$ cat src/inc/rcs_consts.svh
/*
  Constants of the reader command sequencer: command codes, argument counts,
  address limits and sizes.
  Assumes it is included by bare name from the package or design files.
*/
`ifndef RCS_CONSTS_SVH
`define RCS_CONSTS_SVH

`define RCS_CMD_IDLE      8'h00
`define RCS_CMD_LPCD      8'h01
`define RCS_CMD_LOADKEY   8'h02
`define RCS_CMD_AUTH      8'h03
`define RCS_CMD_ACKREQ    8'h04
`define RCS_CMD_RECEIVE   8'h05
`define RCS_CMD_TRANSMIT  8'h06
`define RCS_CMD_TRANSCV   8'h07
`define RCS_CMD_WRE2      8'h08
`define RCS_CMD_WRPAGE    8'h09
`define RCS_CMD_RDE2      8'h0a
`define RCS_CMD_LOADREG   8'h0c
`define RCS_CMD_LOADPROT  8'h0d
`define RCS_CMD_KEYFETCH  8'h0e
`define RCS_CMD_KEYSTORE  8'h0f
`define RCS_CMD_RANDOM    8'h1c
`define RCS_CMD_SOFTRST   8'h1f

`define RCS_AUTH_A        8'h60
`define RCS_AUTH_B        8'h61
`define RCS_KEY_BYTES     8'h06
`define RCS_PAGE_BYTES    8'h40
`define RCS_NV_LAST       13'h1fff
`define RCS_SECTOR_SEL    2'h2

`endif

$ cat src/inc/rcs_pkg.sv
/*
  Types of the reader command sequencer.
  Assumes rcs_consts.svh sits on the include path.
*/
package rcs_pkg;
  typedef enum logic [3:0] {
    RCS_IDLE, RCS_ARGS, RCS_LPCD, RCS_KEYLOAD, RCS_AUTH, RCS_ACKREQ, RCS_RX, RCS_TX,
    RCS_NVWR, RCS_NVRD, RCS_REGLOAD, RCS_PROT, RCS_KEYNV, RCS_RANDOM, RCS_RESET
  } rcs_state_e;
  typedef logic [7:0] rcs_byte_t;
endpackage : rcs_pkg

$ cat src/verilog/rcs_arg_store.sv
/*
  Argument store: a small byte array filled in order, with registered read data.
  Assumes the caller clears the write index between commands.
*/
`timescale 1ns/100ps
`default_nettype none
module rcs_arg_store #(
  parameter int DEPTH = 8
) (
  // Clock and reset.
  input  wire logic                     core_clk_i,
  input  wire logic                     reset_n_i,
  // Write side.
  input  wire logic                     wr_en_i,
  input  wire logic [$clog2(DEPTH)-1:0] wr_idx_i,
  input  wire logic [7:0]               wr_data_i,
  // Read side.
  input  wire logic [$clog2(DEPTH)-1:0] rd_idx_i,
  output logic      [7:0]               rd_data_o
);
  logic [7:0] mem_ff [DEPTH];

  initial begin
    if (DEPTH < 7) $error("rcs_arg_store needs at least seven entries");
  end

  // Storage has no reset; entries not written by the current command can still be read.
  always_ff @(posedge core_clk_i) begin
    if (wr_en_i) begin
      mem_ff[wr_idx_i] <= wr_data_i;
    end
  end

  // Registered read port.
  always_ff @(posedge core_clk_i or negedge reset_n_i) begin
    if (!reset_n_i) begin
      rd_data_o <= 8'h00;
    end else begin
      rd_data_o <= mem_ff[rd_idx_i];
    end
  end
endmodule : rcs_arg_store
`default_nettype wire

$ cat src/verilog/rcs_sequencer.sv
/*
  Command sequencer of a contactless reader front end. Takes a command code,
  gathers its arguments from the shared FIFO, then drives the radio, crypto,
  nonvolatile memory, register preset and random units through start and done
  strobes until the command ends or is replaced.
  Assumes the FIFO, units and memory are outside and answer with done pulses;
  the FIFO presents its head byte with a valid flag and an occupancy count.
*/
// Functional notes
// - Command write starts selected operation.
// - Wait until all argument bytes are present.
// - Command start never flushes the FIFO.
// - New command write aborts the running one.
// - Code 00h idles and cancels.
// - Code 01h starts card detection, no arguments.
// - Code 02h moves six key bytes to buffer.
// - Code 03h authenticates with code, block, serial.
// - Code 04h runs query, ack, req_rn.
// - Code 05h enables receiver, no arguments.
// - Code 06h transmits FIFO bytes in order.
// - Code 07h transmits then receives automatically.
// - Code 08h writes one byte at address.
// - Code 09h programs page of 64 bytes.
// - Code 0Ah copies memory bytes into FIFO.
// - Code 0Ch loads registers from sector two; code loads other sectors too, flagging error_o only when arg_q is 00h.
// - Code 0Dh loads receive and transmit presets.
// - Code 0Eh fetches stored key into buffer; code writes no key bytes, raises nv_rd_o while len_ff is nonzero and ends on unit_done_i.
// - Code 0Fh stores six key bytes into slot.
// - Code 1Ch fills FIFO with random bytes.
// - Memory read wraps 1FFFh to 0000h.
// - Transmit ends when FIFO empties.
`timescale 1ns/100ps
`default_nettype none
`include "rcs_consts.svh"
module rcs_sequencer #(
  parameter int FIFO_CNT_W = 9
) (
  // Clock and reset.
  input  wire logic                  core_clk_i,
  input  wire logic                  reset_n_i,
  // Command register port.
  input  wire logic                  cmd_wr_i,
  input  wire rcs_pkg::rcs_byte_t    cmd_code_i,
  output logic      [7:0]            cmd_readback_o,
  output logic                       busy_o,
  // FIFO side.
  input  wire logic                  fifo_valid_i,
  input  wire rcs_pkg::rcs_byte_t    fifo_data_i,
  input  wire logic [FIFO_CNT_W-1:0] fifo_count_i,
  input  wire logic                  fifo_full_i,
  output logic                       fifo_pop_o,
  output logic                       fifo_push_o,
  output logic      [7:0]            fifo_push_data_o,
  // Unit starts and completions.
  output logic                       lpcd_start_o,
  output logic                       auth_start_o,
  output logic                       ackreq_start_o,
  output logic                       tx_en_o,
  output logic                       rx_en_o,
  input  wire logic                  unit_done_i,
  input  wire logic                  tx_done_i,
  // Key buffer load.
  output logic                       key_wr_o,
  output logic      [2:0]            key_idx_o,
  output logic      [7:0]            key_data_o,
  // Nonvolatile memory.
  output logic                       nv_rd_o,
  output logic                       nv_wr_o,
  output logic      [12:0]           nv_addr_o,
  output logic      [7:0]            nv_wdata_o,
  input  wire logic                  nv_ack_i,
  input  wire logic [7:0]            nv_rdata_i,
  // Register preset writes and random source.
  output logic                       reg_wr_o,
  output logic      [7:0]            target_register_offset_o,
  output logic      [7:0]            reg_data_o,
  output logic                       preset_start_o,
  output logic      [7:0]            preset_rx_o,
  output logic      [7:0]            preset_tx_o,
  input  wire logic [7:0]            random_byte_i,
  output logic                       soft_reset_o,
  output logic                       error_o
);
  import rcs_pkg::*;

  initial begin
    if (FIFO_CNT_W < 7) $error("FIFO count must reach 64");
  end

  rcs_state_e  state_ff;
  logic [7:0]  cmd_ff;
  logic [2:0]  arg_cnt_ff;
  logic [2:0]  rd_idx_ff;
  logic [8:0]  len_ff;
  logic [12:0] addr_ff;
  logic [7:0]  arg_q;
  logic [7:0]  need;
  logic        pop_arg;

  // Argument byte counts per command.
  always_comb begin
    unique case (cmd_code_i)
      `RCS_CMD_LOADKEY:  need = `RCS_KEY_BYTES;
      `RCS_CMD_AUTH:     need = 8'h06;
      `RCS_CMD_WRE2:     need = 8'h03;
      `RCS_CMD_WRPAGE:   need = 8'h02;
      `RCS_CMD_RDE2:     need = 8'h03;
      `RCS_CMD_LOADREG:  need = 8'h04;
      `RCS_CMD_LOADPROT: need = 8'h02;
      `RCS_CMD_KEYFETCH: need = 8'h01;
      `RCS_CMD_KEYSTORE: need = 8'h07;
      default:           need = 8'h00;
    endcase
  end

  logic [7:0] need_ff;
  assign pop_arg = (state_ff == RCS_ARGS) && fifo_valid_i && (arg_cnt_ff != need_ff[2:0]);

  // A single byte write reads its data byte back once unpacking is done.
  logic [2:0] store_rd_idx;
  assign store_rd_idx = (rd_idx_ff == 3'h5 && cmd_ff == `RCS_CMD_WRE2) ? 3'h2 : rd_idx_ff;

  rcs_arg_store #(.DEPTH(8)) u_args (
    .core_clk_i (core_clk_i),
    .reset_n_i  (reset_n_i),
    .wr_en_i    (pop_arg),
    .wr_idx_i   (arg_cnt_ff),
    .wr_data_i  (fifo_data_i),
    .rd_idx_i   (store_rd_idx),
    .rd_data_o  (arg_q)
  );

  // Command state: any write restarts, finished commands fall back to idle.
  always_ff @(posedge core_clk_i or negedge reset_n_i) begin
    if (!reset_n_i) begin
      state_ff   <= RCS_IDLE;
      cmd_ff     <= `RCS_CMD_IDLE;
      need_ff    <= 8'h00;
      arg_cnt_ff <= 3'h0;
      error_o    <= 1'b0;
    end else if (cmd_wr_i) begin
      cmd_ff     <= cmd_code_i;
      need_ff    <= need;
      arg_cnt_ff <= 3'h0;                                       // FIFO left untouched
      error_o    <= 1'b0;
      unique case (cmd_code_i)
        `RCS_CMD_IDLE:     state_ff <= RCS_IDLE;
        `RCS_CMD_LPCD:     state_ff <= RCS_LPCD;
        `RCS_CMD_ACKREQ:   state_ff <= RCS_ACKREQ;
        `RCS_CMD_RECEIVE:  state_ff <= RCS_RX;
        `RCS_CMD_TRANSMIT: state_ff <= RCS_TX;
        `RCS_CMD_TRANSCV:  state_ff <= RCS_TX;
        `RCS_CMD_RANDOM:   state_ff <= RCS_RANDOM;
        `RCS_CMD_SOFTRST:  state_ff <= RCS_RESET;
        default:           state_ff <= (need == 8'h00) ? RCS_IDLE : RCS_ARGS;
      endcase
    end else begin
      unique case (state_ff)
        RCS_IDLE: begin
          cmd_ff <= `RCS_CMD_IDLE;
        end
        RCS_ARGS: begin
          if (pop_arg) begin
            arg_cnt_ff <= arg_cnt_ff + 3'h1;
          end
          // Processing starts only once every argument is in hand.
          if (arg_cnt_ff == need_ff[2:0]) begin
            unique case (cmd_ff)
              `RCS_CMD_LOADKEY:  state_ff <= RCS_KEYLOAD;
              `RCS_CMD_AUTH:     state_ff <= RCS_AUTH;
              `RCS_CMD_WRE2,
              `RCS_CMD_WRPAGE,
              `RCS_CMD_KEYSTORE: state_ff <= RCS_NVWR;
              `RCS_CMD_RDE2:     state_ff <= RCS_NVRD;
              `RCS_CMD_LOADREG:  state_ff <= RCS_REGLOAD;
              `RCS_CMD_LOADPROT: state_ff <= RCS_PROT;
              default:           state_ff <= RCS_KEYNV;
            endcase
          end
        end
        RCS_TX: begin
          // Transmit ends once the FIFO drains; transceive then listens.
          if (tx_done_i && !fifo_valid_i) begin
            state_ff <= (cmd_ff == `RCS_CMD_TRANSCV) ? RCS_RX : RCS_IDLE;
          end
        end
        RCS_RANDOM: begin
          if (fifo_full_i) state_ff <= RCS_IDLE;
        end
        RCS_RESET: state_ff <= RCS_IDLE;
        RCS_KEYLOAD: begin
          if (rd_idx_ff == 3'h7) state_ff <= RCS_IDLE;
        end
        RCS_REGLOAD: begin
          if (arg_q == 8'h00 && rd_idx_ff == 3'h5 && addr_ff[12:11] != `RCS_SECTOR_SEL) begin
            error_o  <= 1'b1;
            state_ff <= RCS_IDLE;
          end else if (len_ff == 9'h000 && rd_idx_ff == 3'h5) begin
            state_ff <= RCS_IDLE;
          end
        end
        RCS_NVRD, RCS_NVWR: begin
          if (len_ff == 9'h000 && rd_idx_ff == 3'h5) state_ff <= RCS_IDLE;
        end
        RCS_AUTH: begin
          if (rd_idx_ff == 3'h5 && unit_done_i) state_ff <= RCS_IDLE;
        end
        default: begin
          if (unit_done_i) state_ff <= RCS_IDLE;
        end
      endcase
    end
  end

  // Argument unpacking: loads address and length from stored bytes.
  // The read port has one cycle of latency, so index 5 marks "unpacked".
  always_ff @(posedge core_clk_i or negedge reset_n_i) begin
    if (!reset_n_i) begin
      rd_idx_ff <= 3'h0;
      addr_ff   <= 13'h0000;
      len_ff    <= 9'h000;
    end else if (cmd_wr_i || state_ff == RCS_ARGS) begin
      rd_idx_ff <= 3'h0;
    end else if ((state_ff == RCS_KEYLOAD) ? (rd_idx_ff != 3'h7) : (rd_idx_ff != 3'h5)) begin
      // Key load walks all six stored bytes, so its index runs on to 7.
      rd_idx_ff <= rd_idx_ff + 3'h1;
      unique case (rd_idx_ff)
        3'h1: addr_ff[12:8] <= arg_q[4:0];                      // Address high byte.
        3'h2: addr_ff[7:0]  <= arg_q;                           // Address low byte.
        3'h3: len_ff        <= {1'b0, arg_q};                   // Length or data.
        3'h4: begin
          if (cmd_ff == `RCS_CMD_LOADREG) len_ff <= {1'b0, arg_q};
          else if (cmd_ff == `RCS_CMD_WRE2) len_ff <= 9'h001;
          else if (cmd_ff == `RCS_CMD_WRPAGE) len_ff <= {1'b0, `RCS_PAGE_BYTES};
          else if (cmd_ff == `RCS_CMD_KEYSTORE) len_ff <= 9'h006;
        end
        default: ;
      endcase
    end else if ((state_ff == RCS_NVRD || state_ff == RCS_REGLOAD || state_ff == RCS_NVWR)
                 && nv_ack_i && len_ff != 9'h000) begin
      len_ff  <= len_ff - 9'h001;
      addr_ff <= (addr_ff == `RCS_NV_LAST) ? 13'h0000 : addr_ff + 13'h0001;
    end
  end

  // Strobes to the units and memory.
  always_comb begin
    lpcd_start_o   = state_ff == RCS_LPCD;
    auth_start_o   = state_ff == RCS_AUTH && rd_idx_ff == 3'h5;
    ackreq_start_o = state_ff == RCS_ACKREQ;
    tx_en_o        = state_ff == RCS_TX;
    rx_en_o        = state_ff == RCS_RX;
    soft_reset_o   = state_ff == RCS_RESET;
    preset_start_o = state_ff == RCS_PROT;
    busy_o         = state_ff != RCS_IDLE;
    cmd_readback_o = cmd_ff;
    nv_rd_o        = (state_ff == RCS_NVRD || state_ff == RCS_REGLOAD || state_ff == RCS_KEYNV)
                     && rd_idx_ff == 3'h5 && len_ff != 9'h000;
    nv_wr_o        = state_ff == RCS_NVWR && rd_idx_ff == 3'h5 && len_ff != 9'h000
                     && (fifo_valid_i || cmd_ff == `RCS_CMD_WRE2);
    nv_addr_o      = addr_ff;
    nv_wdata_o     = (cmd_ff == `RCS_CMD_WRE2) ? arg_q : fifo_data_i;
    fifo_pop_o     = pop_arg || (tx_en_o && fifo_valid_i) || (nv_wr_o && nv_ack_i
                     && cmd_ff != `RCS_CMD_WRE2);
  end

  // Data outputs registered: FIFO pushes, key and register writes.
  always_ff @(posedge core_clk_i or negedge reset_n_i) begin
    if (!reset_n_i) begin
      fifo_push_o      <= 1'b0;
      fifo_push_data_o <= 8'h00;
      key_wr_o         <= 1'b0;
      key_idx_o        <= 3'h0;
      key_data_o       <= 8'h00;
      reg_wr_o         <= 1'b0;
      reg_data_o       <= 8'h00;
      target_register_offset_o <= 8'h00;
      preset_rx_o      <= 8'h00;
      preset_tx_o      <= 8'h00;
    end else begin
      // Random pushes skip a cycle so the full flag is seen before the next one.
      fifo_push_o <= (state_ff == RCS_RANDOM && !fifo_full_i && !cmd_wr_i && !fifo_push_o)
                     || (state_ff == RCS_NVRD && nv_ack_i);
      fifo_push_data_o <= (state_ff == RCS_RANDOM) ? random_byte_i : nv_rdata_i;
      key_wr_o   <= state_ff == RCS_KEYLOAD && rd_idx_ff != 3'h0 && rd_idx_ff != 3'h7;
      key_idx_o  <= rd_idx_ff - 3'h1;
      key_data_o <= arg_q;
      reg_wr_o   <= state_ff == RCS_REGLOAD && nv_ack_i;
      reg_data_o <= nv_rdata_i;
      if (state_ff == RCS_REGLOAD && rd_idx_ff == 3'h3) target_register_offset_o <= arg_q;
      else if (reg_wr_o) target_register_offset_o <= target_register_offset_o + 8'h01;
      if (state_ff == RCS_PROT && rd_idx_ff == 3'h1) preset_rx_o <= arg_q;
      if (state_ff == RCS_PROT && rd_idx_ff == 3'h2) preset_tx_o <= arg_q;
    end
  end

  // Checks next to the logic they guard.
  idle_cancel_a: assert property (@(posedge core_clk_i) disable iff (!reset_n_i)
    cmd_wr_i && cmd_code_i == `RCS_CMD_IDLE |=> !busy_o) else $error("idle did not cancel");
  abort_new_a: assert property (@(posedge core_clk_i) disable iff (!reset_n_i)
    cmd_wr_i |=> cmd_readback_o == $past(cmd_code_i)) else $error("command not taken");
  args_wait_a: assert property (@(posedge core_clk_i) disable iff (!reset_n_i)
    state_ff == RCS_ARGS && arg_cnt_ff != need_ff[2:0] && !cmd_wr_i |=> state_ff == RCS_ARGS)
    else $error("started without arguments");
  no_flush_a: assert property (@(posedge core_clk_i) disable iff (!reset_n_i)
    cmd_wr_i |-> !fifo_pop_o || state_ff == RCS_ARGS || state_ff == RCS_TX || state_ff == RCS_NVWR)
    else $error("flush at start");
  tx_end_a: assert property (@(posedge core_clk_i) disable iff (!reset_n_i)
    tx_en_o && tx_done_i && !fifo_valid_i && !cmd_wr_i && cmd_ff == `RCS_CMD_TRANSMIT |=> !busy_o)
    else $error("transmit did not end");
  transceive_rx_a: assert property (@(posedge core_clk_i) disable iff (!reset_n_i)
    tx_en_o && tx_done_i && !fifo_valid_i && !cmd_wr_i && cmd_ff == `RCS_CMD_TRANSCV |=> rx_en_o)
    else $error("receiver not enabled");
  nv_wrap_a: assert property (@(posedge core_clk_i) disable iff (!reset_n_i)
    nv_rd_o && nv_ack_i && addr_ff == `RCS_NV_LAST && !cmd_wr_i |=> addr_ff == 13'h0000)
    else $error("address did not wrap");
  random_fill_a: assert property (@(posedge core_clk_i) disable iff (!reset_n_i)
    state_ff == RCS_RANDOM && !fifo_full_i && !cmd_wr_i && !fifo_push_o |=> fifo_push_o)
    else $error("random byte missing");
  reset_pulse_a: assert property (@(posedge core_clk_i) disable iff (!reset_n_i)
    cmd_wr_i && cmd_code_i == `RCS_CMD_SOFTRST |=> soft_reset_o ##1 !soft_reset_o)
    else $error("soft reset pulse wrong");
endmodule : rcs_sequencer
`default_nettype wire
$ cat config.mk
export PLATFORM = sky130hd
export DESIGN_NAME = rcs_sequencer
export DESIGN_NICKNAME = d
export VERILOG_FILES = /design/src/inc/rcs_pkg.sv /design/src/verilog/rcs_arg_store.sv /design/src/verilog/rcs_sequencer.sv
export VERILOG_INCLUDE_DIRS = /design/src /design/src/inc
export SDC_FILE = /design/constraint.sdc
export NUM_CORES = 1
export LEC_CHECK = 0
export BUFFER_PORTS_ARGS = -buffer_cell sky130_fd_sc_hd__clkbuf_2
export CAP_MARGIN = 40
export CORE_MARGIN = 2
export CORE_UTILIZATION = 30
export CTS_BUF_LIST = sky130_fd_sc_hd__clkbuf_16
export CTS_CLUSTER_SIZE = 24
export DETAILED_ROUTE_END_ITERATION = 10
export GPL_TIMING_DRIVEN = 0
export PLACE_DENSITY_LB_ADDON = 0.3
export SETUP_SLACK_MARGIN = 0.2
export SYNTH_ARGS = -nofsm -noshare
export SYNTH_HDL_FRONTEND = slang
export SYNTH_SLANG_ARGS = --single-unit
export TNS_END_PERCENT = 50
$ cat constraint.sdc
create_clock -name core_clk_i -period 6.57 [get_ports core_clk_i]
set_clock_uncertainty 0.15 [all_clocks]
set_input_delay 1.314 -clock core_clk_i [delete_from_list [all_inputs] [get_ports core_clk_i]]
set_output_delay 1.314 -clock core_clk_i [all_outputs]
set_load 0.005 [all_outputs]
==> results.md, run 1 <==
- Fin util: 37.0%
- GPL Wtd Cong: 0.892
- Initial antenna violation count: 1
- Via Count: 6435
- Unique cell type count in the Yosys netlist: 75
- Share of cells above drive strength 1: 24.6%
- Worst slew margin: 40.2%
- Post-CTS Setup Bufs: 0
- Post-layout net count: 975
- Clock Tree Root: clkbuf_16
- Post-Syn Instances: 755
- Final Cycle Share: 81.2%
- Worst hold path type: register to register
- HP Start: fifo_push_o
- Starting Density: 30.6%
- CP Capture Type: output port
- GR Util All Layers: 15.9%
- Hold depth: 1
- Status: finished clean
- Top cell type's share of synthesized area: 32.1%
- Routed WL: 22.9 mm
- Fmax: 187 MHz
- Mapped Area: 8280 um^2
- Min cycle time layout: 5.34 ns
- FF-to-FF setup slack: 2.84 ns
- Largest net degree at the start of global routing: 76
- Post-synth top area cell: dfrtp_1
- CTS HTree Levels: 4
- Synth Area per Inst: 11.0 um^2
- Via density: 5.10
- Core Area: 27000 um^2
- Worst r2r src: rd_idx_ff[1]
- Max rail drop VDD: 157 uV
- Critical path launch point type: register
- Crit Path Class: register to output port
- First-pass GRT wire length: 35.2 mm
- Synth-to-layout area growth: 20.9%
- Ys Warns: 0
- Grt total ovfl: 0
- I/O pins: 144
- Synth cell count leaders: 106 x dfrtp_1, 100 x nand2_1, 64 x edfxtp_1
- Clock sinks: 170
- Slew Viols, Final: 0
- Clk Latency, worst-skew pair: 0.43 ns
- Final setup viols: 0
- Worst Path Max Fanout: 12
- Die area: 28900 um^2
- Syn Nets: 821
- Worst-path clk slew: 0.06 ns
- Synth area leaders: dfrtp_1 32%, edfxtp_1 23%, nand2_1 4.5%
- Maximum clock path buffer count: 2
- Leakage: 4.24 nW
- Worst EP required: 5.11 ns
- CTS Buf Count: 17
- Drt pass-1 iters: 5
- Worst R2R End: len_ff[2]
- WP data arrival: 3.87 ns
- CTS hold repair buffers: 0
- Slew at the pin closest to its max-slew limit: 0.894 ns
- Synth Flop Type: dfrtp_1
- Die Y: 170 um
- Hold endpoint: fifo_push_o
- Post-synth EDFFs: 64
- RSZ-0062 raised after global routing: no
- Initial DRC Count: 553
- Max_cap viols: 0
- Final ANT Viol Nets: 0
- Synth Register Bits: 170
- Sequential share of the synthesized area: 55.3%
- Path depth of the worst reg2reg path: 11
- Post-DP HPWL: 16.7 mm
- Final setup TNS: 0 ns
- Top-count cell post-synth: dfrtp_1
- Cell Rows: 60
- Resize count post-CTS: 0
- Die width: 170 um
- Vias in the first global route: 5958
- CTS tree: done
- Pwr Density: 292 nW/um^2
- Synth async-reset ratio: 62.4%
- Post-route DRC: 0
- Fillers: 2684
- Final hold violations: 0
- IO Port Bufs: 132
- Post-DR wirelength/cell: 18.2 um
## state kept, by name, summed over array words and instances, names as in the netlist, 8 cells and up
name / flops
cmd_readback_o: 8
fifo_push_data_o: 8
key_data_o: 8
len_ff: 9
nv_addr_o: 13
preset_rx_o: 8
preset_tx_o: 8
reg_data_o: 8
target_register_offset_o: 8
u_args.mem_ff: 64
u_args.rd_data_o: 8
## cell type report
type / instances / area (um^2) / share of cell area, %
sequential: 170 / 4570 / 45.7
tap: 341 / 427 / 4.27
multi-input combinational: 525 / 3400 / 34.0
timing repair buffer: 135 / 707 / 7.07
antenna: 1 / 2.50 / 0.0250
clock inverter: 14 / 165 / 1.65
clock buffer: 17 / 425 / 4.25
inverter: 18 / 67.6 / 0.676
buffer: 42 / 229 / 2.29
## worst max-delay path by stage
stage | start | end | slack [ns] | cells after the start
global placement | rd_idx_ff[1] | fifo_pop_o | 1.78 | 10
global route | rd_idx_ff[1] | fifo_pop_o | 1.08 | 10
finish | rd_idx_ff[1] | fifo_pop_o | 1.23 | 10
detailed placement | rd_idx_ff[1] | fifo_pop_o | 1.78 | 10
CTS | rd_idx_ff[1] | fifo_pop_o | 1.31 | 10
floorplan | rd_idx_ff[1] | fifo_pop_o | 2.77 | 9
## placed cells by master (no fill, tap or decap), drive strengths merged, types with 22 or more instances in the layout
cell type and n:
dfrtp 106, clkbuf 169, edfxtp 64, a21oi 43, mux2i 22, nor2 46
buf 25, inv 22, mux2 27, nand2 101, o21ai 44, nand3 27
## power by group
part | internal [mW] | switching [mW]
Combinational | 0.232 | 0.311
Clock | 0.568 | 0.443
Sequential | 1.21 | 0.152
## critical path, stage by stage (launching register included)
cell       delay [ns]
dfrtp_1          0.41
clkbuf_1         0.19
clkinv_1         0.21
clkbuf_1         0.51
ha_1             0.33
nand2_1          0.19
or3_1            0.41
a2111oi_1        0.73
nand3_1          0.19
nand3_1          0.13
clkbuf_2         0.14
## layer usage
layer | vias up | GRT usage (%) | part of all wire (%) | routed length [um]
met5 | - | 0 | 0 | 0
met4 | 0 | 4.83 | 1.7 | 380
met2 | 206 | 24.6 | 47 | 10700
met1 | 3120 | 21.8 | 45 | 10400
met3 | 22 | 4.28 | 6.5 | 1490
li1 | 3087 | - | - | -
## cells by family (layout without fill, tap and decap cells)
kind of cell    after synthesis  after routing  synth area share (%)
fa+ha+maj                    17             17                  2.57
simple gates                263            263                  15.8
xor+xnor                     17             17                  1.80
flops                       170            170                  55.3
other cells                   0              1                     0
compound gates              179            179                  14.6
buf+inv                      60            226                  3.58
mux                          49             49                  6.34
## stage by stage
step	total power [mW]	hold WS, ns	instances	worst slack, ns	area, um^2
finish	2.92	0.315	1263	1.23	10000
detailed placement	1.92	0.306	1231	1.78	9410
CTS	2.94	0.317	1262	1.31	10000
floorplan	1.66	0.273	755	2.77	8280
global placement	1.92	0.299	1228	1.78	9360
global route	3.07	0.360	1262	1.08	10000
(Power assumes the default switching activity.)
==> run 2, diff against run 1 <==
- clock period: 6.57 -> 5.4 ns (I/O delays scaled with it)
==> run 2 against run 1 <==
Critical path depth did not move. Cell count stayed put. Utilization hardly changed. Highest routed layer unchanged. Critical path type unchanged. Routed wire length fell by 0.31%.
==> results.md, run 2 (synthesized netlist as in run 1, its figures left out) <==
- Worst hold path type: register to register
- Worst slew margin: 44.8% (+4.6 points)
- Routed WL: 22.9 mm (-0.31%)
- Via Count: 6444 (+0.14%)
- WP data arrival: 3.56 ns (-0.31 ns)
- Most flop-heavy register: u_args.mem_ff
- Worst r2r src: rd_idx_ff[1]
- Final ANT Viol Nets: 0 (unchanged)
- CP Capture Type: output port
- Initial DRC Count: 552 (-0.18%)
- Critical path capture point: fifo_pop_o
- Final setup TNS: 0 ns (unchanged)
- Multi-input logic area: 3410 um^2 (+0.15%)
- Post-DP HPWL: 16.7 mm (unchanged)
- Worst R2R End: len_ff[2]
- Post-layout net count: 975 (unchanged)
- Post-place instance area: 9410 um^2 (unchanged)
- Post-route DRC: 0 (unchanged)
- Commonest non-fill, non-tap cells in the layout: 131 x clkbuf_2, 106 x dfrtp_1, 100 x nand2_1
- Resize count post-CTS: 0 (unchanged)
- Fillers: 2684 (unchanged)
- CTS tree: done
- Final Cell Area: 10000 um^2 (about the same)
- Pwr Density: 354 nW/um^2 (+21%)
- GPL Wtd Cong: 0.892 (unchanged)
- Vias in the first global route: 5958 (unchanged)
- Largest net degree at the start of global routing: 76 (unchanged)
- CTS hold repair buffers: 0 (unchanged)
- Clock Tree Root: clkbuf_16
- Die Y: 170 um (unchanged)
- Core Area: 27000 um^2 (unchanged)
- Max rail drop VDD: 190 uV (+21%)
- Post-CTS Setup Bufs: 0 (unchanged)
- Synth-to-layout area growth: 20.9% (about the same)
- Post-DR wirelength/cell: 18.1 um (-0.31%)
- Initial antenna violation count: 1 (unchanged)
- Highest routed layer: met4
- Clk Latency, worst-skew pair: 0.43 ns (about the same)
- Maximum clock path buffer count: 2 (unchanged)
- RSZ-0062 raised after global routing: no
- HP Start: fifo_push_o
- Share of cells above drive strength 1: 24.8% (+0.11 points)
- Critical path launch point type: register
- GR Util All Layers: 15.9% (unchanged)
- Slew at the pin closest to its max-slew limit: 0.823 ns (-0.0708 ns)
- Die width: 170 um (unchanged)
- Worst Path Max Fanout: 12 (unchanged)
- Via density: 5.10 (+0.14%)
- Fmax: 209 MHz
- Met3 wire length: 1.53 mm (+3.2%)
- First-pass GRT wire length: 35.2 mm (unchanged)
- Most common cell after layout, fill and taps aside: clkbuf_2
- DR WL met2: 10.7 mm (about the same)
- FF-to-FF setup slack: 1.75 ns (-1.09 ns)
- Path depth of the worst reg2reg path: 11 (unchanged)
- Worst EP required: 4.17 ns (-0.94 ns)
- Worst-path clk slew: 0.06 ns (about the same)
- CTS Buf Count: 17 (unchanged)
- Max reg flops: 64 (unchanged)
- Leakage: 4.24 nW (about the same)
- WL met1: 10.3 mm (-0.99%)
- Grt total ovfl: 0 (unchanged)
- Final hold violations: 0 (unchanged)
- Final setup viols: 0 (unchanged)
- I/O pins: 144 (unchanged)
- IO Port Bufs: 132 (unchanged)
- Die area: 28900 um^2 (unchanged)
- Starting Density: 30.6% (unchanged)
- CP startpoint: rd_idx_ff[1]
- Max_cap viols: 0 (unchanged)
- Clock sinks: 170 (unchanged)
- Drt pass-1 iters: 5 (unchanged)
- Final Cycle Share: 88.6%
- Cell Rows: 60 (unchanged)
- Crit Path Class: register to output port
- Slew Viols, Final: 0 (unchanged)
- Seq. cell area: 4570 um^2 (unchanged)
- Status: finished clean
- Min cycle time layout: 4.79 ns
- CTS HTree Levels: 4 (unchanged)
run 2: worst max-delay path, cell delays in order, from the launching register on:
cell and delay, ns:
dfrtp_1 0.41, clkbuf_1 0.19, clkinv_1 0.21, clkbuf_1 0.51
ha_1 0.33, nand2_1 0.19, or3_1 0.41, a2111oi_2 0.45
nand3_1 0.17, nand3_1 0.12, clkbuf_2 0.14
run 2: power by group:
group          internal [mW]  switching (mW)  leakage (nW)
clock network          0.691           0.536         0.286
registers               1.47           0.183          1.93
logic                  0.283           0.378          2.03
total                   2.45            1.10          4.24
run 2: worst min-delay path by stage:
stage	end	slack (ns)	cells after the start
2_1_floorplan	key_data_o[0]	0.27	0
3_3_place_gp	fifo_push_o	0.30	1
3_5_place_dp	fifo_push_o	0.31	1
4_1_cts	fifo_push_o	0.32	1
5_1_grt	fifo_push_o	0.36	1
6_report	fifo_push_o	0.31	1
run 2: per-stage QoR:
stage	power, mW	utilization (%)	cells	hold WS, ns	setup slack [ns]
floorplan	2.02	-	755	0.273	1.83
global placement	2.33	34.6	1228	0.299	0.841
detailed placement	2.34	34.8	1231	0.306	0.842
CTS	3.57	37.0	1262	0.317	0.373
global route	3.73	37.0	1262	0.360	0.411
finish	3.54	37.0	1263	0.315	0.615
run 2: cell type report:
type	count	area share, %
sequential	170	45.7
clock buffer	17	4.25
tap	341	4.26
multi-input combinational	525	34.1
inverter	18	0.675
antenna	1	0.0250
clock inverter	14	1.65
timing repair buffer	135	7.06
buffer	42	2.29
run 2: metal layers:
layer	track usage [%]	vias up
li1	-	3088
met2	24.6	224
met3	4.28	22
met4	4.83	0
met1	21.8	3110
met5	0	-
